### config.mk
export PLATFORM = sky130hd
export DESIGN_NAME = rcwt_regs
export DESIGN_NICKNAME = d
export VERILOG_FILES = /design/src/verilog/rcwt_pkg.sv /design/src/verilog/rcwt_regs.sv
export SDC_FILE = /design/constraint.sdc
export NUM_CORES = 1
export LEC_CHECK = 0
export ABC_AREA = 1
export ABC_CLOCK_PERIOD_IN_PS = 1850
export BUFFER_PORTS_ARGS = -buffer_cell sky130_fd_sc_hd__buf_2
export CORE_MARGIN = 2
export CORE_UTILIZATION = 45
export DETAILED_ROUTE_END_ITERATION = 7
export HOLD_SLACK_MARGIN = 0.05
export PLACE_DENSITY = 0.69
export SLEW_MARGIN = 25
export SYNTH_ARGS = -nofsm -noshare
export SYNTH_HDL_FRONTEND = slang
export SYNTH_SLANG_ARGS = --single-unit
### constraint.sdc
create_clock -name core_clk_in -period 1.85 [get_ports core_clk_in]
set_input_delay 0.37 -clock core_clk_in [delete_from_list [all_inputs] [get_ports core_clk_in]]
set_output_delay 0.37 -clock core_clk_in [all_outputs]
set_load 0.02 [all_outputs]
### src/verilog/rcwt_pkg.sv
`default_nettype none
package rcwt_pkg;

  // ----------------------------------------------------------------------
  // Register offsets
  // ----------------------------------------------------------------------
  localparam logic [9:0] OFS_CHAN_MID   = 10'h301;
  localparam logic [9:0] OFS_CHAN_HIGH  = 10'h302;
  localparam logic [9:0] OFS_TX_MOD     = 10'h306;
  localparam logic [9:0] OFS_PWR_RB     = 10'h30C;
  localparam logic [9:0] OFS_SQI_RB     = 10'h30D;
  localparam logic [9:0] OFS_PRAM_PAGE  = 10'h313;
  localparam logic [9:0] OFS_TX_BASE    = 10'h314;
  localparam logic [9:0] OFS_RX_BASE    = 10'h315;
  localparam logic [9:0] OFS_DIV_STAGE  = 10'h316;
  localparam logic [9:0] OFS_SLEEP_CFG  = 10'h317;
  localparam logic [9:0] OFS_RLD_HIGH   = 10'h318;
  localparam logic [9:0] OFS_RLD_LOW    = 10'h319;
  localparam logic [9:0] OFS_TMR_CTRL   = 10'h31A;

  // ----------------------------------------------------------------------
  // Reset values and field positions
  // ----------------------------------------------------------------------
  localparam logic [7:0] RST_CHAN_MID   = 8'hA9;
  localparam logic [7:0] RST_CHAN_HIGH  = 8'h03;
  localparam logic [7:0] RST_TX_MOD     = 8'h01;
  localparam logic [7:0] RST_ZERO       = 8'h00;
  localparam logic [7:0] RST_TX_BASE    = 8'h80;
  localparam int         BIT_PREEMP     = 0;
  localparam int         BIT_WAKE_EN    = 0;
  localparam int         SLEEP_LSB      = 3;
  localparam int         DIV_LSB        = 0;
  localparam int         PAGE_LSB       = 0;
  localparam int         BIT_FLAG_CLR   = 0;
  localparam int         BIT_CAL_EN     = 1;

  // ----------------------------------------------------------------------
  // Sleep retention codes
  // ----------------------------------------------------------------------
  localparam logic [3:0] SLEEP_KEEP_BACKUP_RAM      = 4'h1;
  localparam logic [3:0] SLEEP_KEEP_CRYSTAL         = 4'h4;
  localparam logic [3:0] SLEEP_KEEP_RAM_AND_CRYSTAL = 4'h5;
  localparam logic [3:0] SLEEP_KEEP_RAM_AND_RC      = 4'hB;

  // ----------------------------------------------------------------------
  // Timing
  // ----------------------------------------------------------------------
  localparam int CLK_PERIOD_NS = 50;
  localparam int CAL_TIME_NS   = 1000000;
  localparam int CAL_CYCLES    = CAL_TIME_NS / CLK_PERIOD_NS;

  typedef struct packed {
    logic       wr;
    logic       rd;
    logic [9:0] addr;
    logic [7:0] wdata;
  } rcwt_req_t;

  typedef struct packed {
    logic       upd;
    logic [7:0] rssi;
    logic [7:0] sqi;
  } rcwt_radio_t;

endpackage : rcwt_pkg
`default_nettype wire

### src/verilog/rcwt_regs.sv
`timescale 1ns/1ps
`default_nettype none
module rcwt_regs #(
  parameter int unsigned CAL_CYCLES = rcwt_pkg::CAL_CYCLES
) (
  input  wire logic                  core_clk_in,
  input  wire logic                  rst_n_in,
  input  wire rcwt_pkg::rcwt_req_t   req_in,
  input  wire rcwt_pkg::rcwt_radio_t radio_in,
  input  wire logic                  ctrl_upd_in,
  input  wire logic [6:0]            ctrl_bits_in,
  input  wire logic                  slow_osc_in,
  output logic [7:0]                 rdata_out,
  output logic                       rvalid_out,
  output logic [15:0]                channel_word_hi_out,
  output logic                       preemp_en_out,
  output logic [3:0]                 pram_page_out,
  output logic [7:0]                 tx_base_out,
  output logic [7:0]                 rx_base_out,
  output logic                       keep_ram_out,
  output logic                       keep_crystal_out,
  output logic                       keep_rc_out,
  output logic                       wake_req_out,
  output logic                       expiry_flag_out,
  output logic                       cold_start_flag_out,
  output logic                       rc_osc_calibrate_enable_out,
  output logic                       rc_calibration_done_out
);

  // ----------------------------------------------------------------------
  // Host write decode
  // ----------------------------------------------------------------------
  logic        wr_mid, wr_high, wr_txm, wr_page, wr_txb, wr_rxb;
  logic        wr_div, wr_sleep, wr_rh, wr_rl, wr_ctrl;
  logic [7:0]  wd;
  assign wd       = req_in.wdata;
  assign wr_mid   = req_in.wr && req_in.addr == rcwt_pkg::OFS_CHAN_MID;
  assign wr_high  = req_in.wr && req_in.addr == rcwt_pkg::OFS_CHAN_HIGH;
  assign wr_txm   = req_in.wr && req_in.addr == rcwt_pkg::OFS_TX_MOD;
  assign wr_page  = req_in.wr && req_in.addr == rcwt_pkg::OFS_PRAM_PAGE;
  assign wr_txb   = req_in.wr && req_in.addr == rcwt_pkg::OFS_TX_BASE;
  assign wr_rxb   = req_in.wr && req_in.addr == rcwt_pkg::OFS_RX_BASE;
  assign wr_div   = req_in.wr && req_in.addr == rcwt_pkg::OFS_DIV_STAGE;
  assign wr_sleep = req_in.wr && req_in.addr == rcwt_pkg::OFS_SLEEP_CFG;
  assign wr_rh    = req_in.wr && req_in.addr == rcwt_pkg::OFS_RLD_HIGH;
  assign wr_rl    = req_in.wr && req_in.addr == rcwt_pkg::OFS_RLD_LOW;
  assign wr_ctrl  = req_in.wr && req_in.addr == rcwt_pkg::OFS_TMR_CTRL;

  // ----------------------------------------------------------------------
  // Radio configuration registers
  // ----------------------------------------------------------------------
  logic [6:0] ctrl_bits_reg;
  logic [7:0] rssi_reg, sqi_reg;

  always_ff @(posedge core_clk_in)
  begin
    if (!rst_n_in)
    begin
      channel_word_hi_out <= {rcwt_pkg::RST_CHAN_HIGH, rcwt_pkg::RST_CHAN_MID};
      preemp_en_out       <= rcwt_pkg::RST_TX_MOD[rcwt_pkg::BIT_PREEMP];
      pram_page_out       <= rcwt_pkg::RST_ZERO[3:0];
      tx_base_out         <= rcwt_pkg::RST_TX_BASE;
      rx_base_out         <= rcwt_pkg::RST_ZERO;
    end
    else
    begin
      if (wr_mid)
        channel_word_hi_out[7:0] <= wd;
      if (wr_high)
        channel_word_hi_out[15:8] <= wd;
      if (wr_txm)
        preemp_en_out <= wd[rcwt_pkg::BIT_PREEMP];
      if (wr_page)
        pram_page_out <= wd[rcwt_pkg::PAGE_LSB +: 4];
      if (wr_txb)
        tx_base_out <= wd;
      if (wr_rxb)
        rx_base_out <= wd;
    end
  end

  // Host writes to the upper modulation bits are dropped on purpose.
  always_ff @(posedge core_clk_in)
  begin
    if (!rst_n_in)
      ctrl_bits_reg <= rcwt_pkg::RST_TX_MOD[7:1];
    else if (ctrl_upd_in)
      ctrl_bits_reg <= ctrl_bits_in;
  end

  always_ff @(posedge core_clk_in)
  begin
    if (!rst_n_in)
    begin
      rssi_reg <= rcwt_pkg::RST_ZERO;
      sqi_reg  <= rcwt_pkg::RST_ZERO;
    end
    else if (radio_in.upd)
    begin
      rssi_reg <= radio_in.rssi;
      sqi_reg  <= radio_in.sqi;
    end
  end

  // ----------------------------------------------------------------------
  // Staged wake-up timer configuration
  // ----------------------------------------------------------------------
  logic [2:0]  div_stage_reg, div_code_reg;
  logic [3:0]  sleep_code_reg;
  logic        wake_en_reg;
  logic [7:0]  rld_stage_reg;
  logic [15:0] reload_reg;

  always_ff @(posedge core_clk_in)
  begin
    if (!rst_n_in)
    begin
      div_stage_reg  <= rcwt_pkg::RST_ZERO[2:0];
      div_code_reg   <= rcwt_pkg::RST_ZERO[2:0];
      sleep_code_reg <= rcwt_pkg::RST_ZERO[3:0];
      wake_en_reg    <= 1'b0;
    end
    else
    begin
      if (wr_div)
        div_stage_reg <= wd[rcwt_pkg::DIV_LSB +: 3];
      if (wr_sleep)
      begin
        div_code_reg   <= div_stage_reg;
        sleep_code_reg <= wd[rcwt_pkg::SLEEP_LSB +: 4];
        wake_en_reg    <= wd[rcwt_pkg::BIT_WAKE_EN];
      end
    end
  end

  always_ff @(posedge core_clk_in)
  begin
    if (!rst_n_in)
    begin
      keep_ram_out     <= 1'b0;
      keep_crystal_out <= 1'b0;
      keep_rc_out      <= 1'b0;
    end
    else
    begin
      keep_ram_out     <= sleep_code_reg == rcwt_pkg::SLEEP_KEEP_BACKUP_RAM ||
                          sleep_code_reg == rcwt_pkg::SLEEP_KEEP_RAM_AND_CRYSTAL ||
                          sleep_code_reg == rcwt_pkg::SLEEP_KEEP_RAM_AND_RC;
      keep_crystal_out <= sleep_code_reg == rcwt_pkg::SLEEP_KEEP_CRYSTAL ||
                          sleep_code_reg == rcwt_pkg::SLEEP_KEEP_RAM_AND_CRYSTAL;
      keep_rc_out      <= sleep_code_reg == rcwt_pkg::SLEEP_KEEP_RAM_AND_RC;
    end
  end

  always_ff @(posedge core_clk_in)
  begin
    if (!rst_n_in)
    begin
      rld_stage_reg <= rcwt_pkg::RST_ZERO;
      reload_reg    <= {rcwt_pkg::RST_ZERO, rcwt_pkg::RST_ZERO};
    end
    else
    begin
      if (wr_rh)
        rld_stage_reg <= wd;
      if (wr_rl)
        reload_reg <= {rld_stage_reg, wd};
    end
  end

  // ----------------------------------------------------------------------
  // Slow clock prescaler and timer
  // ----------------------------------------------------------------------
  // The oscillator pin is asynchronous; a third flop gives the edge.
  logic        slow_s1_reg, slow_s2_reg, slow_s3_reg;
  logic        slow_edge, tick;
  logic [15:0] pre_cnt_reg, pre_limit, timer_cnt_reg;
  logic        expire;

  always_ff @(posedge core_clk_in)
  begin
    if (!rst_n_in)
    begin
      slow_s1_reg <= 1'b0;
      slow_s2_reg <= 1'b0;
      slow_s3_reg <= 1'b0;
    end
    else
    begin
      slow_s1_reg <= slow_osc_in;
      slow_s2_reg <= slow_s1_reg;
      slow_s3_reg <= slow_s2_reg;
    end
  end
  assign slow_edge = slow_s2_reg && !slow_s3_reg;

  always_comb
  begin
    case (div_code_reg)
      3'h0:    pre_limit = 16'h0000;
      3'h1:    pre_limit = 16'h0003;
      3'h2:    pre_limit = 16'h0007;
      3'h3:    pre_limit = 16'h000F;
      3'h4:    pre_limit = 16'h007F;
      3'h5:    pre_limit = 16'h03FF;
      3'h6:    pre_limit = 16'h1FFF;
      default: pre_limit = 16'hFFFF;
    endcase
  end
  assign tick   = slow_edge && pre_cnt_reg == pre_limit;
  assign expire = tick && timer_cnt_reg <= 16'h0001;

  always_ff @(posedge core_clk_in)
  begin
    if (!rst_n_in || wr_sleep)
      pre_cnt_reg <= 16'h0000;
    else if (tick)
      pre_cnt_reg <= 16'h0000;
    else if (slow_edge)
      pre_cnt_reg <= pre_cnt_reg + 16'h0001;
  end

  // A reload of N expires on the Nth tick; zero expires on every tick.
  always_ff @(posedge core_clk_in)
  begin
    if (!rst_n_in)
      timer_cnt_reg <= 16'h0000;
    else if (wr_rl)
      timer_cnt_reg <= {rld_stage_reg, wd};
    else if (expire)
      timer_cnt_reg <= reload_reg;
    else if (tick)
      timer_cnt_reg <= timer_cnt_reg - 16'h0001;
  end

  // ----------------------------------------------------------------------
  // Status flags and timer control
  // ----------------------------------------------------------------------
  logic flag_clr;
  logic flag_clr_bit_reg;
  assign flag_clr = wr_ctrl && wd[rcwt_pkg::BIT_FLAG_CLR];

  always_ff @(posedge core_clk_in)
  begin
    if (!rst_n_in)
    begin
      flag_clr_bit_reg            <= 1'b0;
      rc_osc_calibrate_enable_out <= 1'b0;
    end
    else if (wr_ctrl)
    begin
      flag_clr_bit_reg            <= wd[rcwt_pkg::BIT_FLAG_CLR];
      rc_osc_calibrate_enable_out <= wd[rcwt_pkg::BIT_CAL_EN];
    end
  end

  // Reset is the cold start, so the flag comes up set; a new expiry beats a clear.
  always_ff @(posedge core_clk_in)
  begin
    if (!rst_n_in)
    begin
      expiry_flag_out     <= 1'b0;
      cold_start_flag_out <= 1'b1;
      wake_req_out        <= 1'b0;
    end
    else
    begin
      if (expire)
        expiry_flag_out <= 1'b1;
      else if (flag_clr)
        expiry_flag_out <= 1'b0;
      if (flag_clr)
        cold_start_flag_out <= 1'b0;
      wake_req_out <= expire && wake_en_reg;
    end
  end

  // ----------------------------------------------------------------------
  // RC oscillator calibration
  // ----------------------------------------------------------------------
  logic [15:0] cal_cnt_reg;

  always_ff @(posedge core_clk_in)
  begin
    if (!rst_n_in || !rc_osc_calibrate_enable_out)
    begin
      cal_cnt_reg             <= 16'h0000;
      rc_calibration_done_out <= 1'b0;
    end
    else if (cal_cnt_reg == 16'(CAL_CYCLES - 1))
      rc_calibration_done_out <= 1'b1;
    else
      cal_cnt_reg <= cal_cnt_reg + 16'h0001;
  end

  // ----------------------------------------------------------------------
  // Host read path
  // ----------------------------------------------------------------------
  logic [7:0] rd_mux;

  // Staged registers are write-only and read back as zero.
  always_comb
  begin
    rd_mux = 8'h00;
    case (req_in.addr)
      rcwt_pkg::OFS_CHAN_MID:  rd_mux = channel_word_hi_out[7:0];
      rcwt_pkg::OFS_CHAN_HIGH: rd_mux = channel_word_hi_out[15:8];
      rcwt_pkg::OFS_TX_MOD:    rd_mux = {ctrl_bits_reg, preemp_en_out};
      rcwt_pkg::OFS_PWR_RB:    rd_mux = rssi_reg;
      rcwt_pkg::OFS_SQI_RB:    rd_mux = sqi_reg;
      rcwt_pkg::OFS_PRAM_PAGE: rd_mux = {4'h0, pram_page_out};
      rcwt_pkg::OFS_TX_BASE:   rd_mux = tx_base_out;
      rcwt_pkg::OFS_RX_BASE:   rd_mux = rx_base_out;
      rcwt_pkg::OFS_SLEEP_CFG: rd_mux = {1'b0, sleep_code_reg, 2'b00, wake_en_reg};
      rcwt_pkg::OFS_RLD_LOW:   rd_mux = reload_reg[7:0];
      rcwt_pkg::OFS_TMR_CTRL:  rd_mux = {6'h00, rc_osc_calibrate_enable_out,
                                         flag_clr_bit_reg};
      default:                 rd_mux = 8'h00;
    endcase
  end

  always_ff @(posedge core_clk_in)
  begin
    if (!rst_n_in)
    begin
      rdata_out  <= 8'h00;
      rvalid_out <= 1'b0;
    end
    else
    begin
      rdata_out  <= req_in.rd ? rd_mux : 8'h00;
      rvalid_out <= req_in.rd;
    end
  end
endmodule : rcwt_regs
`default_nettype wire

; ---- Word level (Yosys, flattened, before mapping)
; Cells that the tools add are included.
[classes]
n_div = 0
magnitude_cmp = 1
n_shift = 0
n_eq_ne = 25
bitwise = 0
mux = 7
n_reduce_logical = 29
n_mul = 0
n_addsub = 3
[ops]
columns = cell, n
row1 = == test 10 bit (second input constant), 13
row2 = case mux 16 bit (7 select lines), 1
row3 = case mux 8 bit (11 select lines), 1
row4 = two-way mux 16 bit, 3
row5 = adder 16 x 1 -> 16 bit (second input constant), 2
row6 = == test 16 x 15 -> 1 bit (second input constant), 1
row7 = == test 16 bit, 1
row8 = <= comparator 16 x 1 -> 1 bit (second input constant), 1
row9 = logical AND 1 bit, 16
row10 = subtractor 16 x 1 -> 16 bit (second input constant), 1
row11 = == test 3 bit (second input constant), 3
row12 = == test 4 x 3 -> 1 bit (second input constant), 2
row13 = == test 3 x 2 -> 1 bit (second input constant), 2
row14 = logical OR 1 bit, 5
row15 = == test 4 x 1 -> 1 bit (second input constant), 1
row16 = == test 4 bit (second input constant), 1
row17 = == test 3 x 1 -> 1 bit (second input constant), 1
row18 = zero test 1 bit, 3
row19 = zero test 3 bit, 1
row20 = nonzero test 3 bit, 1
row21 = two-way mux 1 bit, 2
row22 = AND reduction 2 bit, 1
row23 = nonzero test 2 bit, 1
row24 = OR reduction 2 bit, 1
[totals]
latch_bits = 0
rom_bits = 0
out_inout_bits = 54
mem_bits_rw = 0
memories = 0
reg_bits = 164

; ---- Depth between registers and ports, before layout
; Gate-level depths: netlist of the first run.
[logic_depth]
depth_word = 7
depth_mapped = 14

; ---- Least setup slack after synthesis of the first run
; No wires, ideal clock.
[synth_path]
path_kind = input port to flip-flop
start = input port req_in[16] (netlist name)
end = register timer_cnt_reg[13]
path_slack_ps = 261
path_stages = 12
setup_time_ps = 115
arrival_time_ps = 1474
required_time_ps = 1735
cell_sequence = nand2_1 > inv_2 > nand2_2 > nor2_4 > nand2_4 > nor2_8 > inv_4 > buf_2 > nand3_1 > nand2_1 > nor2_1 > nor2_1
[synth_via]
elab_chain_cells = 3
elab_cells_between_ends = 4
classes_between = eq/ne (1) / mux (1) / reduce/logical (2)
[synth_rtl]
columns = element, line
row1 = from (decl), rcwt_regs.sv:8  ; input wire rcwt_pkg::rcwt_req_t req_in,
row2 = == test 10 bit *, rcwt_regs.sv:46  ; assign wr_rl = req_in.wr && req_in.addr == rcwt_pkg::OFS_RLD_LOW;
row3 = logical AND 1 bit *, rcwt_regs.sv:46
row4 = nonzero test 3 bit (no source line) or two-way mux 16 bit (tied branches), -
row5 = to (signal assigned), rcwt_regs.sv:229  ; timer_cnt_reg <= {rld_stage_reg, wd};
row6 = to (signal assigned), rcwt_regs.sv:231  ; timer_cnt_reg <= reload_reg;
row7 = to (signal assigned), rcwt_regs.sv:233  ; timer_cnt_reg <= timer_cnt_reg - 16'h0001;
row8 = to (decl), rcwt_regs.sv:177  ; logic [15:0] pre_cnt_reg, pre_limit, timer_cnt_reg;
; Every way passes the cells marked *; elsewhere a longest branch is shown, timed or not.
; A chain may end at the register's enable or synchronous reset.

; ---- Final worst setup path of the first run
[layout_path]
start = register div_code_reg[1]
end = register timer_cnt_reg[1]
[layout_via]
elab_chain_cells = 7
elab_cells_between_ends = 14
classes_between = eq/ne (7) / mux (3) / reduce/logical (4)
[layout_rtl]
columns = element, line
row1 = from (decl), rcwt_regs.sv:108  ; logic [2:0] div_stage_reg, div_code_reg;
row2 = from (signal assigned), rcwt_regs.sv:119  ; div_code_reg <= rcwt_pkg::RST_ZERO[2:0];
row3 = from (signal assigned), rcwt_regs.sv:129  ; div_code_reg <= div_stage_reg;
row4 = "== test 3 bit, or another cell as far along", rcwt_regs.sv:199  ; case (div_code_reg)
row5 = case mux 16 bit (7 select lines) *, rcwt_regs.sv:199
row6 = == test 16 bit *, rcwt_regs.sv:210  ; assign tick = slow_edge && pre_cnt_reg == pre_limit;
row7 = logical AND 1 bit *, rcwt_regs.sv:210
row8 = logical AND 1 bit, rcwt_regs.sv:211  ; assign expire = tick && timer_cnt_reg <= 16'h0001;
row9 = two-way mux 16 bit, rcwt_regs.sv:230  ; else if (expire)
row10 = two-way mux 16 bit, rcwt_regs.sv:228  ; else if (wr_rl)
; Marks and branches as above.

==> results.md, run 1 <==
- Outcome: complete, no violations
- Synth Instances: 1082
- Reg2reg start: div_code_reg[1]
- Combinational share of power: 0.103
- Max H-tree Level: 4
- WS Path Type: register to register
- Post-Syn Nets: 1134
- Clk network pwr share: 0.447
- Mapped cell area: 0.00773 mm^2
- Startpoint Class: register
- Synth async-reset ratio: 0
- Worst-margin pin slew: 0.493 ns
- DRT iter0 DRCs: 610
- RD Place Congestion: 0.954
- Post-route DRC: 0
- CP required: 2.21 ns
- Dpl ws: -0.155 ns
- Final HPWL DP: 16300 um
- PortBufs: 101
- Syn-to-layout area delta: 26.3%
- Sequential fraction of design power: 0.450
- Clock-pin slew on the worst setup and hold paths: 0.06 ns
- Critical Path AT: 2.19 ns
- Fin. Hold Viols: 0
- Crit path time final: 1.83 ns
- Row count: 47
- CP endpoint: timer_cnt_reg[1]
- Post-synth EDFFs: 0
- Register area share after synthesis: 0.425
- Switching Share: 0.243
- Number of global-route vias before repair: 7073
- # clock sinks: 164
- Grt ovf: 0
- Post-route total power: 8.07 mW
- Distinct cells, synth: 47
- Max Slew Vio Count: 0
- Starting Density: 0.463
- Clock Latency Late Sink: 0.43 ns
- CTS buffer count: 17
- Core footprint: 0.0167 mm^2
- R2R depth: 12
- # diodes: 0
- Commonest non-fill, non-tap cells in the layout: nand2_1 (183), dfxtp_1 (157), nor2_1 (135)
- PwrDens: 827 mW/mm^2
- Wirelength, routed: 22800 um
- Io pins: 102
- Vias post-DR: 7707
- Commonest non-fill, non-tap cell in the layout: nand2_1
- Max_slew headroom: 0.670
- Worst hold slack: 0.137 ns
- Antenna violations before repair: 0
- Crit. Startpoint: div_code_reg[1]
- Worst VDD drop: 0.000705 V
- Fmax: 0.545 GHz
- Synth Warn #: 0
- Hold WC Path Type: primary input to register
- Leakage: 4.31 nW
- Setup TNS: 0 ns
- Crit. End Element: register
- Critical R2R Capture: timer_cnt_reg[1]
- Die height: 135 um
- Root Driver: clkbuf_16
- Max Cap Viol: 0
- CTS tree: yes
- Number of synthesized register bits: 164
- Pre-Repair DR Iteration Count: 5
- Global Route Usage Sum: 0.244
- Setup ws final: 0.0163 ns
- Final #Nets: 1289
- Finished Core Util: 0.585
- CTS Buffer Depth: 2
- R2R Setup Slk: 0.02 ns
- Via density: 5.25
- Full die area: 0.0182 mm^2
- Synthesized area per cell: 7.14 um^2
- Internal Power: 6.11 mW
- Routed length per placed instance: 15.5 um
- Layout Skew: 0.00925 ns
- Most common flop cell mapped by yosys: dfxtp_1
- Endpoints failing setup: 0
- P_sw: 1.96 mW
- Share of cells above drive strength 1: 0.231
- Crit path max fanout: 8
- Routed Antenna Nets: 0
- Final Cycle Share: 0.991
- Largest net degree at the start of global routing: 67
- RSZ-0062 raised after global routing: yes
- First-pass GRT wire length: 35200 um
- Die Wd: 135 um
critical path: stages (launching register included):
cell and delay, ns:
dfxtp_4 0.42, nand3_1 0.13, nand2_1 0.11, inv_1 0.06, nor2_2 0.12, nand2_2 0.07, nor2_4 0.16, nand3_4 0.16
buf_6 0.16, buf_6 0.13, nand2_1 0.05, nand3_1 0.06, a21oi_1 0.12
metal layers:
layer	vias up	track usage	wire length [um]	part of all wire
met3	35	0.0495	1530	0.067
met2	260	0.393	10400	0.46
met4	0	0.0613	453	0.020
li1	3860	-	-	-
met1	3552	0.337	10400	0.46
met5	-	0	0	0
logic make-up (layout without fill, tap and decap cells):
family / Yosys count / count (layout) / share of synthesized area
xor+xnor: 18 / 18 / 0.0204
flops: 164 / 164 / 0.425
fa+ha+maj: 4 / 4 / 0.00647
simple gates: 496 / 496 / 0.297
compound gates: 242 / 242 / 0.165
buf+inv: 158 / 324 / 0.0866
synthesized netlist by cell type, types with 7 or more instances:
cell type,instances,area [um^2]
inv_1,113,424
dfxtp_1,164,3280
nor2_1,142,533
xor2_1,12,105
nand4_1,14,87.6
clkbuf_1,15,56.3
nor2_2,12,75.1
buf_2,7,35.0
o21ai_0,97,485
nor2_4,8,90.1
nand2_1,194,728
nand3_1,83,415
a21oi_1,104,521
inv_2,7,26.3
o21ai_1,15,75.1
nor3_1,10,50.1
o211ai_1,9,67.6
layout make-up:
class | count | area, um^2
Tap cell | 220 | 275
Inverter | 125 | 484
Sequential cell | 164 | 3300
Timing Repair Buffer | 169 | 1160
Fill cell | 1540 | 6940
Clock inverter | 8 | 126
Clock buffer | 22 | 464
Multi-Input combinational cell | 760 | 3960
power by group through the flow:
stage                     Combinational (mW)  Sequential [mW]  Clock, mW
after floorplan                        0.481             3.71          0
after global placement                 0.747             3.71          0
after detailed placement               0.751             3.71          0
after CTS                              0.757             3.63       3.62
after global routing                   0.917             3.64       3.77
final                                  0.834             3.63       3.61
repair_timing:
| action | in CTS | in global routing |
|---|---|---|
| gates resized for setup | 1 | 65 |
| pin swaps | 0 | 19 |
| setup endpoints to repair | 9 | 34 |
| hold buffers | 0 | 0 |
| endpoints found under the hold margin | 0 | 0 |
| cloned | 0 | 4 |
| setup buffers | 0 | 6 |
worst min path at each step:
stage	from	to	slack, ns	cells past startpoint
floorplan	slow_s1_reg	slow_s2_reg	0.39	2
global placement	slow_s1_reg	slow_s2_reg	0.40	2
detailed placement	slow_s1_reg	slow_s2_reg	0.40	2
CTS	slow_osc_in	slow_s1_reg	0.13	3
global route	slow_osc_in	slow_s1_reg	0.14	3
finish	slow_osc_in	slow_s1_reg	0.14	3
through the flow:
step / std cells / area (um^2)
detailed placement: 1428 / 8820
CTS: 1458 / 9410
finish: 1468 / 9770
global route: 1468 / 9770
floorplan: 1082 / 7730
global placement: 1428 / 8820
No activity file was read; power rests on OpenSTA's default activity.
==> run 2, diff against run 1 <==
--- a/config.mk
+++ b/config.mk
@@ -6,7 +6,7 @@
 export NUM_CORES = 1
 export LEC_CHECK = 0
 export ABC_AREA = 1
-export ABC_CLOCK_PERIOD_IN_PS = 1850
+export ABC_CLOCK_PERIOD_IN_PS = 1840
 export BUFFER_PORTS_ARGS = -buffer_cell sky130_fd_sc_hd__buf_2
 export CORE_MARGIN = 2
 export CORE_UTILIZATION = 45
==> constraint.sdc (replaced) <==
create_clock -name core_clk_in -period 1.84 [get_ports core_clk_in]
set_input_delay 0.368 -clock core_clk_in [delete_from_list [all_inputs] [get_ports core_clk_in]]
set_output_delay 0.368 -clock core_clk_in [all_outputs]
set_load 0.02 [all_outputs]
==> run 2 against run 1 <==
Net effect:
- utilization is 0.58 points lower
- clock-buffer cell count is 5 lower
- die area stayed put
- register-to-register slack better by 0.05 ns
- routed wire length is 1.8% lower
- global-route usage is 0.69 points higher
- clock power is 8.3% higher
- sequential share of layout area is 0.35 points higher
- fmax is 3.2% higher
- setup slack better by 0.046 ns
- sequential power hardly changed
- critical path type unchanged
==> results.md, run 2 (synthesized netlist as in run 1, its figures left out) <==
- Endpoints failing setup: 0
- Root Driver: clkbuf_16
- Outcome: complete, no violations
- Via density: 5.23
- Final Cycle Share: 0.966
- Largest net degree at the start of global routing: 59
- Share of cells above drive strength 1: 0.229
- Post-route total power: 8.37 mW
- Routed length on met3: 1550 um
- Max H-tree Level: 4
- Crit. End Element: register
- PortBufs: 101
- # diodes: 0
- Grt ovf: 0
- Commonest non-fill, non-tap cells in the layout: nand2_1 (190), dfxtp_1 (156), nor2_1 (137)
- # clock sinks: 164
- Crit path max fanout: 6
- Pre-Repair DR Iteration Count: 5
- Fill count: 1561
- Non-filler cells in the finished layout: 1471
- CTS tree: yes
- Syn-to-layout area delta: 25.1%
- Max Cap Viol: 0
- Fmax: 0.563 GHz
- Core footprint: 0.0167 mm^2
- Max_slew headroom: 0.647
- Commonest non-fill, non-tap cell in the layout: nand2_1
- Starting Density: 0.463
- Number of global-route vias before repair: 7204
- Final HPWL DP: 16600 um
- Worst VDD drop: 0.000641 V
- CTS Buffer Depth: 2
- First-pass GRT wire length: 36100 um
- Wirelength, routed: 22400 um
- Routed Antenna Nets: 0
- Vias post-DR: 7689
- Routed length per placed instance: 15.2 um
- Layout Skew: 0.00993 ns
- Post-route DRC: 0
- Clock-pin slew on the worst setup and hold paths: 0.07 ns
- Placed insts: 1434
- CP required: 2.21 ns
- Met2 routed WL: 10100 um
- Io pins: 102
- Detailed-routing wirelength on met1: 10300 um
- Leakage: 4.26 nW
- Die height: 135 um
- Worst-margin pin slew: 0.529 ns
- RD Place Congestion: 0.931
- Critical Path AT: 2.15 ns
- Hold WC Path Type: primary input to register
- Hold-fix buffer count after cts: 0
- Full die area: 0.0182 mm^2
- CTS buffer count: 17
- PwrDens: 866 mW/mm^2
- Global Route Usage Sum: 0.251
- Top sig layer: met4
- Crit path time final: 1.78 ns
- Max Slew Vio Count: 0
- Startpoint Class: register
- WS Path Type: register to register
- Row count: 47
- DRT iter0 DRCs: 612
- Clock Latency Late Sink: 0.44 ns
- Fin. Hold Viols: 0
- Antenna violations before repair: 0
- Final #Nets: 1290
- Die Wd: 135 um
- RSZ-0062 raised after global routing: yes
-- run 2: changes by cell type in the layout (fill, tap and decap cells not counted), sizes merged --
cell / before / now
buf: 166 / 170
bufinv: 3 / 4
clkbuf: 25 / 17
clkinv: 8 / 7
clkinvlp: 0 / 3
inv: 122 / 126
-- run 2: layer usage --
layer	vias up	track usage
li1	3868	-
met1	3531	0.347
met2	245	0.394
met3	45	0.0541
met4	0	0.0770
met5	-	0
-- run 2: area by class of cell --
type | instances | area (um^2) | area share
clock inverter | 15 | 220 | 0.0228
tap | 220 | 275 | 0.0285
inverter | 125 | 477 | 0.0493
sequential | 164 | 3300 | 0.341
clock buffer | 17 | 425 | 0.0440
multi-input combinational | 760 | 3880 | 0.402
timing repair buffer | 170 | 1090 | 0.113
-- run 2: path summary, 6_finish.rpt --
check | start | to | slack [ns] | depth (start not counted)
worst max-delay path | div_code_reg[2] | timer_cnt_reg[10] | 0.06 | 13
worst min-delay path | slow_osc_in | slow_s1_reg | 0.11 | 3
worst max register to register | div_code_reg[2] | timer_cnt_reg[10] | 0.06 | 13
worst min register to register | slow_s1_reg | slow_s2_reg | 0.41 | 2
-- run 2: report_power, final --
group	switching, mW	internal (mW)	leakage [nW]
clock	1.61	2.31	0.304
sequential	0.0412	3.61	1.33
combinational	0.492	0.317	2.62
-- run 2: metrics by stage --
stage          worst slack [ns]  utilization  setup TNS, ns  instance area [um^2]  hold slack (ns)
4_1_cts                  0.0797        0.568              0                  9480            0.105
3_5_place_dp            -0.0658        0.529         -0.236                  8840            0.398
3_3_place_gp            -0.0645        0.529         -0.155                  8840            0.399
5_1_grt                 -0.0678        0.579         -0.434                  9670            0.127
6_report                 0.0625        0.579              0                  9670            0.112
2_1_floorplan             0.253            -              0                  7730            0.390
-- run 2: worst max-delay path: stages, from the launching register on --
cell and delay, ns:
dfxtp_4 0.35, buf_6 0.13, inv_2 0.09, nand2_1 0.08
nand2_1 0.08, nand2_1 0.07, inv_1 0.05, nand2_1 0.08
nor2_4 0.13, nand2_4 0.14, nor2_4 0.15, buf_4 0.12
nand3_1 0.10, a21oi_2 0.12
-- run 2: repair_timing --
action | CTS | global route
pin swaps | 0 | 7
buffers inserted | 0 | 5
setup endpoints to repair | 8 | 31
gates resized for setup | 2 | 46
